$ cat config.mk
export PLATFORM = sky130hd
export DESIGN_NAME = pfc_credit_ctl
export DESIGN_NICKNAME = d
export VERILOG_FILES = /design/src/core/pfc_class_rx.v /design/src/core/pfc_credit_ctl.v
export VERILOG_INCLUDE_DIRS = /design/src /design/src/common
export SDC_FILE = /design/constraint.sdc
export NUM_CORES = 1
export LEC_CHECK = 0
export ABC_AREA = 1
export BUFFER_PORTS_ARGS = -buffer_cell sky130_fd_sc_hd__buf_4
export CAP_MARGIN = 20
export CORE_AREA = 2 2 316 318
export DETAILED_ROUTE_END_ITERATION = 8
export DIE_AREA = 0 0 318 320
export GPL_TIMING_DRIVEN = 0
export PLACE_DENSITY = 0.45
export SETUP_SLACK_MARGIN = 0.3
export SLEW_MARGIN = 5
export SYNTH_ARGS = -nofsm -noshare
export SYNTH_HDL_FRONTEND = slang
export SYNTH_SLANG_ARGS = --single-unit
$ cat constraint.sdc
create_clock -name clk -period 6.9 [get_ports clk]
set_clock_uncertainty 0.05 [all_clocks]
set_input_delay 1.38 -clock clk [delete_from_list [all_inputs] [get_ports clk]]
set_output_delay 1.38 -clock clk [all_outputs]
set_load 0.005 [all_outputs]
$ cat src/common/pfc_defines.vh
// Purpose: Constants for the flow-control credit block
// Assumes: 100 MHz core clock
// Notes: Class indices follow the order P, NP, CPL, header then data
`ifndef PFC_DEFINES_VH
`define PFC_DEFINES_VH
`define PFC_NUM_CLASS 6
`define PFC_CLS_PH 3'h0
`define PFC_CLS_PD 3'h1
`define PFC_CLS_NPH 3'h2
`define PFC_CLS_NPD 3'h3
`define PFC_CLS_CPLH 3'h4
`define PFC_CLS_CPLD 3'h5
`define PFC_HDR_COST 12'h001
`define PFC_UPD_TIME_NS 30000
`define PFC_CLK_PERIOD_NS 10
`define PFC_UPD_CYCLES (`PFC_UPD_TIME_NS / `PFC_CLK_PERIOD_NS)
`define PFC_QUARTER_SHIFT 2
`define PFC_RCB_BYTES 64
`define PFC_TAGS_SMALL 7'h20
`define PFC_TAGS_LARGE 7'h40
`endif

$ cat src/core/pfc_class_rx.v
// Purpose: Receive-side credit allocation and update scheduling, one class
// Assumes: Inputs come from logic on the same clock
// Notes: All credit arithmetic wraps at the counter width
`timescale 1ns/100ps
`include "pfc_defines.vh"
module pfc_class_rx #(
	parameter W = 12,
	parameter [W-1:0] TOTAL = 12'h040,
	parameter [W-1:0] MAX_PAYLOAD = 12'h010,
	parameter TIMER_CYCLES = 3000,
	parameter INFINITE = 0
) (
	input wire clk, // Core clock
	input wire reset, // Synchronous reset
	input wire drain_done, // Packet fully drained from buffer
	input wire [W-1:0] drain_cred, // Credits that packet used
	input wire recv_pkt, // Packet received into buffer
	input wire [W-1:0] recv_cred, // Credits of received packet
	input wire upd_sent, // Update for this class went out
	output reg [W-1:0] alloc_r, // Current allocated counter
	output wire upd_pend, // Allocation ahead of advertised, or timer expired
	output wire upd_hi // High-priority request
);
	reg [W-1:0] adv_r;
	reg [W-1:0] rcvd_r;
	reg [31:0] tmr_r;
	reg tmo_r;
	wire [W-1:0] ahead = alloc_r - adv_r;
	wire [W-1:0] left = adv_r - rcvd_r;
	wire starve = (left < MAX_PAYLOAD) && (ahead != {W{1'b0}});
	wire quarter = ahead >= (TOTAL >> `PFC_QUARTER_SHIFT);
	assign upd_pend = (INFINITE == 0) && (ahead != {W{1'b0}} || tmo_r);
	assign upd_hi = upd_pend && (starve || tmo_r || quarter);

	always @(posedge clk)
	begin
		if (reset)
		begin
			alloc_r <= TOTAL;
			adv_r <= TOTAL;
			rcvd_r <= {W{1'b0}};
			tmr_r <= 32'h0;
			tmo_r <= 1'b0;
		end
		else
		begin
			if (drain_done && INFINITE == 0)
				alloc_r <= alloc_r + drain_cred;
			if (recv_pkt)
				rcvd_r <= rcvd_r + recv_cred;
			if (upd_sent)
			begin
				adv_r <= alloc_r;
				tmr_r <= 32'h0;
				tmo_r <= 1'b0;
			end
			else if (tmr_r >= TIMER_CYCLES - 1)
				tmo_r <= (INFINITE == 0);
			else
				tmr_r <= tmr_r + 32'h1;
		end
	end
endmodule // pfc_class_rx

$ cat src/core/pfc_credit_ctl.v
// Purpose: Credit-based flow control for a link-layer port
// Assumes: Single clock; link partner logic on the same clock
// Notes: Classes ordered P hdr, P data, NP hdr, NP data, CPL hdr, CPL data
// Summary of operation
// - Separate limit and consumed counters per class
// - Limits load at init, then from updates
// - Send when limit minus consumed covers need
// - Header and data checked apart; one header
// - Charge consumed counters when packet selected
// - Allocated counters start at buffer free space
// - Allocation grows only after full drain
// - Update carries current allocated value
// - Updates default to low link priority
// - Starving partner raises update priority
// - Thirty microsecond timer raises priority
// - Quarter of buffer ahead raises priority
// - Update never interrupts packet on link
// - Received update refreshes limit, frees stalls
// - Endpoint advertises infinite completion credits
// - Completion headers sized by 64-byte boundary
// - Outstanding tags limited to 32 or 64
`timescale 1ns/100ps
`include "pfc_defines.vh"
module pfc_credit_ctl #(
	parameter W = 12,
	parameter [W-1:0] PH_TOTAL = 12'h020,
	parameter [W-1:0] PD_TOTAL = 12'h100,
	parameter [W-1:0] NPH_TOTAL = 12'h020,
	parameter [W-1:0] NPD_TOTAL = 12'h020,
	parameter CPLD_BYTES = 8192,
	parameter [W-1:0] MAX_PAYLOAD = 12'h010,
	parameter TIMER_CYCLES = `PFC_UPD_CYCLES
) (
	input wire clk, // Core clock, 100 MHz
	input wire reset, // Synchronous reset, active high
	// Transmit side
	input wire tx_req, // Application has a packet pending
	input wire [1:0] tx_type, // 0 posted, 1 non-posted, 2 completion
	input wire [W-1:0] tx_data_cred, // Data credits needed
	input wire tx_has_tag, // Packet consumes a request tag
	output wire tx_grant, // Packet selected for link
	output wire tx_stall, // Packet held for credits, tags or type 3
	input wire tx_busy, // Packet currently on the link
	// Credit limits from partner
	input wire fc_init, // Init-phase limit load
	input wire fc_upd, // Received update DLLP
	input wire [2:0] fc_class, // Class of init or update
	input wire [W-1:0] fc_value, // Limit carried
	input wire [5:0] fc_inf, // Class advertised infinite
	// Receive side
	input wire rx_recv, // Packet placed into buffer
	input wire [1:0] rx_type, // Type of received packet
	input wire [W-1:0] rx_data_cred, // Its data credits
	input wire rx_drain, // Application finished draining packet
	input wire [1:0] rx_drain_type, // Type of drained packet
	input wire [W-1:0] rx_drain_cred, // Its data credits
	// Update DLLP out
	input wire other_req, // Other traffic wants the link
	output wire upd_valid, // Update DLLP request
	output wire upd_high, // Request is high priority
	output reg [2:0] upd_class_r, // Class of update
	output reg [W-1:0] upd_value_r, // Allocated value carried
	input wire upd_ack, // Update DLLP taken by link
	// Tags
	input wire tags_large, // Allow 64 tags rather than 32
	input wire tag_done, // Completion retired a tag
	output reg [6:0] tags_used_r, // Tags outstanding
	output wire [W-1:0] cplh_adv // Completion header sizing
);
	localparam integer CPLH_INT = CPLD_BYTES / `PFC_RCB_BYTES;
	localparam integer CPLD_INT = CPLD_BYTES / 16;
	localparam [W-1:0] CPLH_TOTAL = CPLH_INT[W-1:0];
	localparam [W-1:0] CPLD_TOTAL = CPLD_INT[W-1:0];
	localparam [W-1:0] HDR = `PFC_HDR_COST;

	// ==========================================
	// Transmit limit and consumed counters
	wire [W-1:0] limit_r [0:5];
	wire [W-1:0] used_r [0:5];
	wire [5:0] inf_r;
	wire [2:0] hc = {tx_type, 1'b0};
	wire [2:0] dc = {tx_type, 1'b1};
	wire [W-1:0] h_room = limit_r[hc] - used_r[hc];
	wire [W-1:0] d_room = limit_r[dc] - used_r[dc];
	wire h_ok = inf_r[hc] || (h_room >= HDR);
	wire d_ok = inf_r[dc] || (d_room >= tx_data_cred);
	wire [6:0] tag_max = tags_large ? `PFC_TAGS_LARGE : `PFC_TAGS_SMALL;
	wire tag_ok = !tx_has_tag || (tags_used_r < tag_max);
	wire tx_ok = tx_req && h_ok && d_ok && tag_ok && tx_type != 2'h3;
	reg upd_win;
	assign tx_grant = tx_ok && !tx_busy && !upd_win;
	assign tx_stall = tx_req && !tx_ok;

	genvar g;
	generate
		for (g = 0; g < `PFC_NUM_CLASS; g = g + 1)
		begin : g_tx
			reg [W-1:0] lim_r;
			reg [W-1:0] use_r;
			reg inf_q_r;
			assign limit_r[g] = lim_r;
			assign used_r[g] = use_r;
			assign inf_r[g] = inf_q_r;
			always @(posedge clk)
			begin
				if (reset)
				begin
					lim_r <= {W{1'b0}};
					use_r <= {W{1'b0}};
					inf_q_r <= 1'b0;
				end
				else
				begin
					if ((fc_init || fc_upd) && fc_class == g)
					begin
						lim_r <= fc_value;
						if (fc_init)
							inf_q_r <= fc_inf[g];
					end
					if (tx_grant && hc == g)
						use_r <= use_r + HDR;
					else if (tx_grant && dc == g)
						use_r <= use_r + tx_data_cred;
				end
			end
		end
	endgenerate

	// ==========================================
	// Tag accounting
	always @(posedge clk)
	begin
		if (reset)
			tags_used_r <= 7'h00;
		else if ((tx_grant && tx_has_tag) && !tag_done)
			tags_used_r <= tags_used_r + 7'h01;
		else if (!(tx_grant && tx_has_tag) && tag_done
			&& tags_used_r != 7'h00)
			tags_used_r <= tags_used_r - 7'h01;
	end

	// ==========================================
	// Receive allocation per class
	wire [W-1:0] alloc [0:5];
	wire [5:0] pend;
	wire [5:0] hi;
	wire [5:0] sent;
	wire [W-1:0] tot [0:5];
	assign tot[0] = PH_TOTAL;
	assign tot[1] = PD_TOTAL;
	assign tot[2] = NPH_TOTAL;
	assign tot[3] = NPD_TOTAL;
	assign tot[4] = CPLH_TOTAL;
	assign tot[5] = CPLD_TOTAL;
	assign cplh_adv = CPLH_TOTAL;

	generate
		for (g = 0; g < `PFC_NUM_CLASS; g = g + 1)
		begin : g_rx
			localparam HDRC = (g % 2) == 0;
			localparam integer TYI = g / 2;
			localparam [1:0] TY = TYI[1:0];
			localparam [W-1:0] TOTG = (g == 0) ? PH_TOTAL :
				(g == 1) ? PD_TOTAL : (g == 2) ? NPH_TOTAL :
				(g == 3) ? NPD_TOTAL : (g == 4) ? CPLH_TOTAL : CPLD_TOTAL;
			pfc_class_rx #(
				.W(W),
				.TOTAL(TOTG),
				.MAX_PAYLOAD(HDRC ? HDR : MAX_PAYLOAD),
				.TIMER_CYCLES(TIMER_CYCLES),
				.INFINITE(g >= 4)
			) u_rx (
				.clk(clk),
				.reset(reset),
				.drain_done(rx_drain && rx_drain_type == TY),
				.drain_cred(HDRC ? HDR : rx_drain_cred),
				.recv_pkt(rx_recv && rx_type == TY),
				.recv_cred(HDRC ? HDR : rx_data_cred),
				.upd_sent(sent[g]),
				.alloc_r(alloc[g]),
				.upd_pend(pend[g]),
				.upd_hi(hi[g])
			);
		end
	endgenerate

	// ==========================================
	// Update selection and link arbitration
	reg [2:0] sel;
	reg sel_hi;
	reg sel_any;
	integer i;
	always @*
	begin
		sel = 3'h0;
		sel_hi = 1'b0;
		sel_any = 1'b0;
		for (i = `PFC_NUM_CLASS - 1; i >= 0; i = i - 1)
		begin
			if (pend[i] && (hi[i] || !sel_hi))
			begin
				sel = i[2:0];
				sel_hi = hi[i];
				sel_any = 1'b1;
			end
		end
	end

	reg upd_v_r;
	reg upd_h_r;
	always @*
	begin
		// Low priority yields to packets and other DLLPs
		upd_win = upd_v_r && (upd_h_r || (!tx_ok && !other_req));
	end
	// Held off while a packet is already on the link
	assign upd_valid = upd_v_r && upd_win && !tx_busy;
	assign upd_high = upd_h_r;
	assign sent = (upd_valid && upd_ack) ?
		(6'h01 << upd_class_r) : 6'h00;

	always @(posedge clk)
	begin
		if (reset)
		begin
			upd_v_r <= 1'b0;
			upd_h_r <= 1'b0;
			upd_class_r <= 3'h0;
			upd_value_r <= {W{1'b0}};
		end
		else if (!upd_v_r || (upd_valid && upd_ack))
		begin
			upd_v_r <= sel_any && !(upd_valid && upd_ack);
			upd_h_r <= sel_hi;
			upd_class_r <= sel;
			upd_value_r <= alloc[sel];
		end
		else
		begin
			upd_h_r <= upd_h_r || hi[upd_class_r];
			upd_value_r <= alloc[upd_class_r];
		end
	end
endmodule // pfc_credit_ctl

==> metrics list, run 1 <==
* Fraction of power spent switching nets: 31.2%
* Static Leak: 15.7 nW
- Measured in cells, the most critical reg-to-reg path has a length of 45.
* Post-DR wirelength/cell: 16.7 um
* Area fraction in compound gates after synthesis: 17.1%
* Number of global-route vias before repair: 25700
- Sum Neg Setup Slack: -1.91 ns
- Critical path data required time: 5.47 ns
* Number of flops mapped to enable cells by yosys: 0
* Data arrival, critical path: 5.91 ns
- Summing the areas of all and, or, nand and nor instances in the mapped netlist gives 24.5% of the synthesized area.
* Initial antenna violation count: 0
- Worst r2r src: g_tx[1].use_r[1]
- Share of layout cells above drive strength 1: 10.2%
- For the pin with the worst max-slew slack, the measured transition is 1.05 ns.
- For this run, the post-layout net count is 4727.
- Horizontal die dimension: 318 um
- The number of max-slew violations in the final report came to 0.
* Initial standard-cell utilization of the core: 28.9%
- Counting every sink on the clock net gives 449.
* XOR/XNOR share of the synthesized area: 4.57%
- Row cnt: 115
* Root buffer selected by CTS: sky130_fd_sc_hd__clkbuf_16
* Reg-to-reg critical path endpoint: g_tx[0].use_r[10]
- The clock passes through at most 3 buffers.
- Clock group share of total power: 42.5%
- Yosys cell types: 55
- Depth of the CTS H-tree: 2
* Post-Syn Instances: 4165
- First-pass DRT Iterations: 9
* Main synth FF type: sky130_fd_sc_hd__dfxtp_1
- In this run the count of I/O pins placed on the die edge is 114.
- After synthesis the netlist holds a flip-flop and latch count of 449.
- Routability-driven placement finished with a final weighted congestion of 0.914.
- The internal power of the cells totals 5.23 mW.
- Routed WL: 96100 um
* Outcome: complete, but fails checks
* GRT Resource Usage Total: 18.7%
- The path with the worst hold slack has its endpoint at g_rx[0].u_rx.tmr_r[21].
* Mapped Area: 0.0284 mm2
* Clk slew on worst S/H paths: 0.05 ns
* Iteration-0 DRC Markers: 1546
- Of the total synthesized cell area, the portion taken by full adders, half adders and majority gates is 10.8%.
* Failing checks: setup timing
- The final number of hold-violating endpoints was 0.
* Portion of netlist area occupied by mux cells: 0%
* Count of port buffers added during placement: 98
- Share of flip-flops with an asynchronous set or reset: 0%
- Final number of setup-violating endpoints: 7
- The min-delay analysis places its worst path in the category flip-flop to flip-flop.
- Remaining max-slew budget at the tightest pin: 29.8%
- The wire-length estimate of the detail-placed layout is 75500 um.
- Setup repair after global routing could not meet its margin everywhere.
- Critical path capture point type: output port
- Along the worst hold path, the cell count comes to 2.
* Worst hold start: g_rx[0].u_rx.tmr_r[21]
- Counting the fill cells in the layout gives 10600.
* Post-route DRC violation count: 0
* Worst Setup Path Type: primary input to output port
- By area, the combinational part of the netlist is dominated by simple AND/OR/NAND/NOR gates.
- In this run the worst path has a maximum fanout of 4.
- Full die area: 0.102 mm2
- STA classifies the critical path startpoint as a primary input.
- Across all layers, the routed design uses 27100 vias.
- In this run the register-to-register setup slack is 0.54 ns.
- Combinational group share of total power: 21.1%
- For this design the total switching power over the nets is 2.37 mW.
* CP peak stage delay: 0.36 ns
- Counting stages on the worst path, the most repeated cell is sky130_fd_sc_hd__buf_4.
- F_max: 136 MHz
- The total area inside the core boundary comes to 0.0980 mm2.
* Synthesis Warnings: 0
- TritonCTS built the clock tree.
* Skew-Pair Late Insertion Delay: 0.67 ns
* Worst Hold Slack: 0.374 ns
- Worst-case setup margin in the final layout: -0.437 ns
* Reported max-cap violation count: 0
- Via-per-instance ratio: 4.71
- First-pass GRT wire length: 148000 um
* Slowest-stage cell, CP: sky130_fd_sc_hd__ha_1
- Compared with the post-synthesis result, the final layout area differs by 19.8%.
* Crit share post-route: 106%
- For this run, the register share of the synthesized area comes to 31.7%.
- VDD sags by at most 0.000197 V.
- For the finished layout, the period the worst path requires is 7.34 ns.
- The total overflow left after global routing is 0.
* Part of the power in registers: 36.3%
* Antenna viol nets, final: 0
- Power per Cell Area: 224 mW/mm2
- Dividing the synthesized area by the synthesized cell count gives 6.81 um2.
- CTS buffer count: 58
* Height of the die: 320 um
* Maximum number of pins on one net before global-route repair: 16
## worst max-delay path by stage
stage               start                 to  slack [ns]  cells after the start
2_1_floorplan  tx_type[1]  g_tx[0].use_r[11]       -0.14                     56
3_3_place_gp   tx_type[1]  g_tx[0].use_r[11]       -2.00                     50
3_5_place_dp   tx_type[1]  g_tx[0].use_r[11]       -2.00                     50
4_1_cts        tx_type[1]          upd_valid       -0.35                     33
5_1_grt        tx_type[1]  g_tx[0].use_r[11]       -0.75                     57
6_report       tx_type[1]          upd_valid       -0.44                     37
## cells in the mapped netlist, drive strengths merged (2+ instances only)
library cell,count,area share [%]
o21a,4,0.11
a21o,12,0.32
o2111ai,2,0.062
o211ai,16,0.42
nand3b,10,0.26
o21ai,340,6.0
o21bai,27,0.71
ha,224,9.9
o22ai,11,0.24
o32ai,17,0.53
a31oi,9,0.22
xnor2,44,1.4
xor2,104,3.2
dfxtp,449,32
a211oi,5,0.13
or2,10,0.22
inv,684,9.1
o221ai,5,0.15
a221oi,3,0.093
nor3,58,1.0
nor2,500,6.9
buf,55,1.3
clkbuf,70,0.93
conb,2,0.026
o31ai,3,0.079
or4,2,0.053
a21oi,390,6.9
nand4,63,1.4
a22o,8,0.25
clkinv,2,0.026
nor3b,17,0.47
nor4,20,0.44
nand3,195,3.5
fa,13,0.92
a22oi,29,0.77
nand2,758,10
## state kept, by name, indices dropped and copies added (netlist names)
name and cells:
g_tx.lim_r 72, upd_value_r 12, g_rx.u_rx.adv_r 48, g_tx.inf_q_r 6, g_rx.u_rx.rcvd_r 48, g_tx.use_r 72
upd_high 1, upd_class_r 2, tags_used_r 7, g_rx.u_rx.alloc_r 48, g_rx.u_rx.tmr_r 128, upd_v_r 1
g_rx.u_rx.tmo_r 4
## power by group through the flow
stage | logic [mW] | registers [mW] | clock network [mW]
3_5_place_dp | 1.47 | 2.82 | 0
6_report | 1.61 | 2.76 | 3.23
2_1_floorplan | 1.01 | 2.79 | 0
3_3_place_gp | 1.46 | 2.82 | 0
5_1_grt | 1.81 | 2.77 | 3.43
4_1_cts | 1.54 | 2.76 | 3.33
## layer usage
layer / GRT usage [%] / share of wire [%] / up-vias
li1: - / - / 14100
met1: 24.8 / 47 / 12300
met2: 31.1 / 45 / 554
met3: 2.65 / 5.3 / 124
met4: 5.66 / 2.8 / 0
met5: 0 / 0 / -
## cells by family (layout without fill, tap and decap cells)
| kind of cell | Yosys count | count (layout) |
|---|---|---|
| xor+xnor | 148 | 148 |
| flops | 449 | 449 |
| buf+inv | 811 | 1096 |
| fa+ha+maj | 237 | 237 |
| simple gates | 1634 | 1634 |
| other cells | 2 | 14 |
| compound gates | 884 | 884 |
## layout by cell type, fill, tap and decap left out, types with 8 or more instances in the layout
cell	Yosys	final
sky130_fd_sc_hd__o21ai_1	15	23
sky130_fd_sc_hd__clkbuf_1	69	71
sky130_fd_sc_hd__o32ai_1	17	17
sky130_fd_sc_hd__xor2_1	104	103
sky130_fd_sc_hd__a22oi_1	29	28
sky130_fd_sc_hd__inv_1	675	669
sky130_fd_sc_hd__buf_4	26	191
sky130_fd_sc_hd__xnor2_1	44	42
sky130_fd_sc_hd__o21bai_1	27	26
sky130_fd_sc_hd__buf_2	17	14
sky130_fd_sc_hd__nor2_2	15	15
sky130_fd_sc_hd__fa_1	13	10
sky130_fd_sc_hd__a22o_1	8	8
sky130_fd_sc_hd__clkbuf_16	0	58
sky130_fd_sc_hd__a21o_1	12	12
sky130_fd_sc_hd__clkinv_2	0	11
sky130_fd_sc_hd__o21ai_0	325	315
sky130_fd_sc_hd__nand3_1	193	188
sky130_fd_sc_hd__ha_1	224	218
sky130_fd_sc_hd__a21oi_1	390	368
sky130_fd_sc_hd__nand4_1	63	63
sky130_fd_sc_hd__buf_6	6	15
sky130_fd_sc_hd__clkbuf_8	0	16
sky130_fd_sc_hd__o22ai_1	11	10
sky130_fd_sc_hd__nand2_2	10	12
sky130_fd_sc_hd__nor3_1	58	57
sky130_fd_sc_hd__nor3b_1	16	16
sky130_fd_sc_hd__nand3b_1	10	10
sky130_fd_sc_hd__nor2_4	5	9
sky130_fd_sc_hd__nor2_1	479	475
sky130_fd_sc_hd__dfxtp_1	449	449
sky130_fd_sc_hd__nor4_1	20	20
sky130_fd_sc_hd__inv_2	8	8
sky130_fd_sc_hd__a21oi_2	0	20
sky130_fd_sc_hd__nand2_1	745	738
sky130_fd_sc_hd__or2_2	10	9
sky130_fd_sc_hd__conb_1	2	13
sky130_fd_sc_hd__o211ai_1	16	16
## what timing repair did
action | CTS | global route
setup buffers | 58 | 18
gates resized for setup | 65 | 41
pin swaps | 49 | 56
hold buffers | 0 | 0
setup endpoints to repair | 228 | 189
## critical path: cells and delay by family
family / cells / cell delay (ns)
buffers and inverters: 21 / 2.51
adders and majority gates: 1 / 0.36
and+or+nand+nor: 9 / 0.91
AOI/OAI and AO/OA: 6 / 0.73
## through the flow
stage          instances  power (mW)  setup slack, ns  util (%)  instance area [um2]
6_report            5749        7.60           -0.437      34.7                34000
5_1_grt             5748        8.01           -0.750      34.7                34000
4_1_cts             5730        7.63           -0.354      34.4                33700
3_5_place_dp        5565        4.28            -2.00      31.6                31000
3_3_place_gp        5561        4.28            -2.00      31.5                30900
2_1_floorplan       4176        3.80           -0.144         -                28500
## layout make-up
type	instances	area, um2	share of cell area (%)
clock inverters	28	369	1.09
plain buffers	125	758	2.23
diodes	1	2.50	0.00736
multi-input cells	2916	16600	48.8
well taps	1287	1610	4.74
flip-flops and latches	449	8990	26.5
clock buffers	79	1640	4.83
inverters	686	2610	7.67
repair buffers	178	1420	4.18
Power figures use the tool's default switching activity.
==> run 2: changes to the inputs <==
--- a/config.mk
+++ b/config.mk
@@ -13,7 +13,7 @@
 export DETAILED_ROUTE_END_ITERATION = 8
 export DIE_AREA = 0 0 318 320
 export GPL_TIMING_DRIVEN = 0
-export PLACE_DENSITY = 0.45
+export PLACE_DENSITY = 0.43
 export SETUP_SLACK_MARGIN = 0.3
 export SLEW_MARGIN = 5
 export SYNTH_ARGS = -nofsm -noshare
==> constraint.sdc (replaced) <==
create_clock -name clk -period 9.45 [get_ports clk]
set_clock_uncertainty 0.05 [all_clocks]
set_input_delay 1.89 -clock clk [delete_from_list [all_inputs] [get_ports clk]]
set_output_delay 1.89 -clock clk [all_outputs]
set_load 0.005 [all_outputs]
==> run 2 against run 1 <==
Routed wire length rose by 1.1%. Cell area fell by 3.0%. Clock power decreased by 26%. Utilization fell by 1.0 points. The flow now finishes without violations. Critical path type unchanged. Global-route usage rose by 0.21 points. Highest routed layer is now met5. Die area stayed put. Clock-buffer cell count shrank 1.
==> metrics list, run 2 (synthesis results as in run 1) <==
- Worst r2r src: g_tx[1].use_r[1]
- The register clock-pin slew on the reported worst setup and hold paths came to 0.06 ns (about the same).
- The number of max-cap violations came to 0 (unchanged).
* # hold bufs at CTS: 0 (unchanged)
- Capturing instance or port of the critical path: tx_grant
- The number of global-route vias before repair was 25300 (-1.6%).
* Critical path data required time: 7.51 ns (+2.04 ns)
* Part of the power in registers: 36.7% (+0.4 points)
- The leakage dissipation was 15.3 nW (-2.6%).
* Count of nets after finishing: 4655 (-1.5%)
* Worst Max-Slew Pin Slew: 1.11 ns (+0.0611 ns)
- The number of cell instances on the worst register-to-register path came to 45 (unchanged).
- Share of layout cells above drive strength 1: 7.50% (-2.7 points)
- Buf+Inv Stages, Crit Path: 8 (-62%)
* Critical Path Start: tx_type[1]
* Most common library cell in the layout ignoring fill and taps: sky130_fd_sc_hd__nand2_1
- The final weighted congestion of routability-driven global placement is 0.874 (-4.4%).
- Largest registers: g_rx.u_rx.tmr_r (128), g_tx.lim_r (72), g_tx.use_r (72)
- Via-per-instance ratio: 4.68 (-0.60%)
* TritonCTS clock tree: built
- Reg-to-reg critical path endpoint: g_tx[0].use_r[10]
- F_max: 113 MHz
* Unrepaired setup endpoints after global routing: no
* Max VDD drop: 0.000150 V (-24%)
- Element type at the critical path start: primary input
- Power per Cell Area: 167 mW/mm2 (-26%)
* Ports placed on the boundary: 114 (unchanged)
- The die area is 0.102 mm2 (unchanged).
- Height of the die: 320 um (unchanged)
- CP peak stage delay: 0.34 ns (-0.02 ns)
- The count of standard-cell rows came to 115 (unchanged).
- Count of antenna diodes in the layout: 0 (-1)
- Outcome: completed
* Fraction of power spent switching nets: 30.9% (-0.24 points)
* Initial standard-cell utilization of the core: 28.9% (unchanged)
- Counting flops per register, the top entry is g_rx.u_rx.tmr_r.
- Sum Neg Setup Slack: 0 ns (+1.91 ns)
- Placed wire-length estimate: 76200 um (+0.82%)
- The largest net degree at the start of global routing is 16 (unchanged).
- Iteration-0 DRC Markers: 1586 (+2.6%)
- Largest delay share family, worst path: compound AO/OA/AOI/OAI gates
- The switching power came to 1.70 mW (-28%).
* Initial antenna violation count: 7 (+7)
- Final number of setup-violating endpoints: 0 (-7)
* Growth of design area from synthesis to finish: 16.3%
- The placeable core region is 0.0980 mm2 (unchanged).
- Fin. max-slew vios: 0 (unchanged)
- Class of the worst hold path: flip-flop to flip-flop
- Final design utilization: 33.7% (-1.0 points)
* Critical path capture point type: output port
- The pre-CTS setup slack is -1.24 ns (+0.766 ns).
- Crit share post-route: 93.4%
- The vias after detailed routing came to 26600 (-1.9%).
* Number of flip-flops under the largest register name: 128 (unchanged)
* Largest fanout on the critical path: 10 (+6)
- Worst setup slack for register-to-register paths: 2.32 ns (+1.78 ns)
* Count of non-filler cells in the finished layout: 5676 (-1.3%)
- Clock Path Buffers: 3 (unchanged)
- The number of optimization iterations in the first detailed-route pass is 5 (-4).
- Final Hold Viols: 0 (unchanged)
- The global-route wire length before repair is 149000 um (+0.35%).
- Period minus WS final: 8.83 ns
- Clk sinks: 449 (unchanged)
- The clock latency on the worst-skew pair is 0.67 ns (about the same).
- The internal portion of total power is 3.79 mW (-28%).
- Data arrival, critical path: 6.89 ns (+0.98 ns)
* Post-DR wirelength/cell: 17.1 um (+2.4%)
- Horizontal die dimension: 318 um (unchanged)
- The clock share of power is 43.6% (+1.1 points).
- Total global routing overflow: 0 (unchanged)
- CTS buffer count: 58 (unchanged)
- GRT Resource Usage Total: 18.9% (+0.21 points)
- The number of port buffers is 98 (unchanged).
- Most frequent cell on the critical path: sky130_fd_sc_hd__a21oi_1
- The number of DRC violations after detailed routing is 0 (unchanged).
- Leaving out fill and tap cells, the most frequent cells in the layout are 745 x sky130_fd_sc_hd__nand2_1, 675 x sky130_fd_sc_hd__inv_1, 477 x sky130_fd_sc_hd__nor2_1.
- The worst path setup slack after routing was 0.620 ns (+1.06 ns).
* Remaining max-slew budget at the tightest pin: 25.7% (-4.1 points)
- The slowest stage of the critical path belongs to the cell sky130_fd_sc_hd__ha_1.
- The number of cells on the critical path is 34 (-8.1%).
- The worst setup path is of the primary input to output port kind.
* Antenna viol nets, final: 0 (unchanged)
- The filler cell count came to 10700 (+1.2%).
- Routed WL: 97200 um (+1.1%)
* Depth of the CTS H-tree: 2 (unchanged)
- In this run the clock root is driven by a sky130_fd_sc_hd__clkbuf_16.
* Combinational group share of total power: 19.6% (-1.5 points)
- The placed instance count is 5566 (+0.018%).
[run 2: layout make-up]
class | instances | area (um2) | area share, %
Clock inverter | 29 | 419 | 1.27
Buffer | 125 | 668 | 2.03
Timing Repair Buffer | 106 | 830 | 2.52
Sequential cell | 449 | 8990 | 27.3
Tap cell | 1287 | 1610 | 4.88
Multi-Input combinational cell | 2916 | 16300 | 49.3
Clock buffer | 78 | 1620 | 4.90
Inverter | 686 | 2580 | 7.82
[run 2: worst reg2reg max path, delay by kind of cell (launching register included)]
family	cells	cell delay, ns
fa+ha+maj	4	1.21
buf+inv	3	0.37
compound gates	18	2.75
xor+xnor	2	0.30
flops	1	0.32
simple gates	18	2.08
[run 2: power groups by stage]
| stage | Combinational [mW] | Sequential [mW] | Clock (mW) |
|---|---|---|---|
| CTS | 1.07 | 2.02 | 2.48 |
| floorplan | 0.726 | 2.04 | 0 |
| global route | 1.22 | 2.03 | 2.55 |
| global placement | 1.06 | 2.06 | 0 |
| finish | 1.08 | 2.02 | 2.40 |
| detailed placement | 1.07 | 2.06 | 0 |
[run 2: worst min path at each step]
| stage | start | endpoint | slack (ns) | depth (start not counted) |
|---|---|---|---|---|
| after floorplan | g_rx[0].u_rx.tmr_r[22] | g_rx[0].u_rx.tmr_r[22] | 0.36 | 2 |
| after global placement | g_rx[1].u_rx.tmr_r[17] | g_rx[1].u_rx.tmr_r[17] | 0.36 | 2 |
| after detailed placement | g_rx[2].u_rx.tmr_r[18] | g_rx[2].u_rx.tmr_r[18] | 0.37 | 2 |
| after CTS | g_rx[2].u_rx.tmr_r[18] | g_rx[2].u_rx.tmr_r[18] | 0.38 | 2 |
| after global routing | g_rx[3].u_rx.tmr_r[22] | g_rx[3].u_rx.tmr_r[22] | 0.39 | 2 |
| final | g_rx[2].u_rx.tmr_r[18] | g_rx[2].u_rx.tmr_r[18] | 0.37 | 2 |
[run 2: routing by layer]
| metal | track usage [%] | share of wire (%) |
|---|---|---|
| met5 | 0 | 0.059 |
| met4 | 7.23 | 3.8 |
| met3 | 3.12 | 4.9 |
| met2 | 30.4 | 44 |
| met1 | 25.2 | 47 |
[run 2: timing repair]
action / CTS / global route
setup buffers: 0 / 2
endpoints found under the setup margin: 9 / 7
pin swaps: 1 / 6
gates resized for setup: 12 / 29
[run 2: stage by stage]
stage | power (mW) | hold WS (ns) | area (um2)
floorplan | 2.76 | 0.358 | 28400
global placement | 3.12 | 0.364 | 30700
detailed placement | 3.12 | 0.367 | 30800
CTS | 5.57 | 0.376 | 32900
global route | 5.80 | 0.387 | 33000
finish | 5.49 | 0.374 | 33000
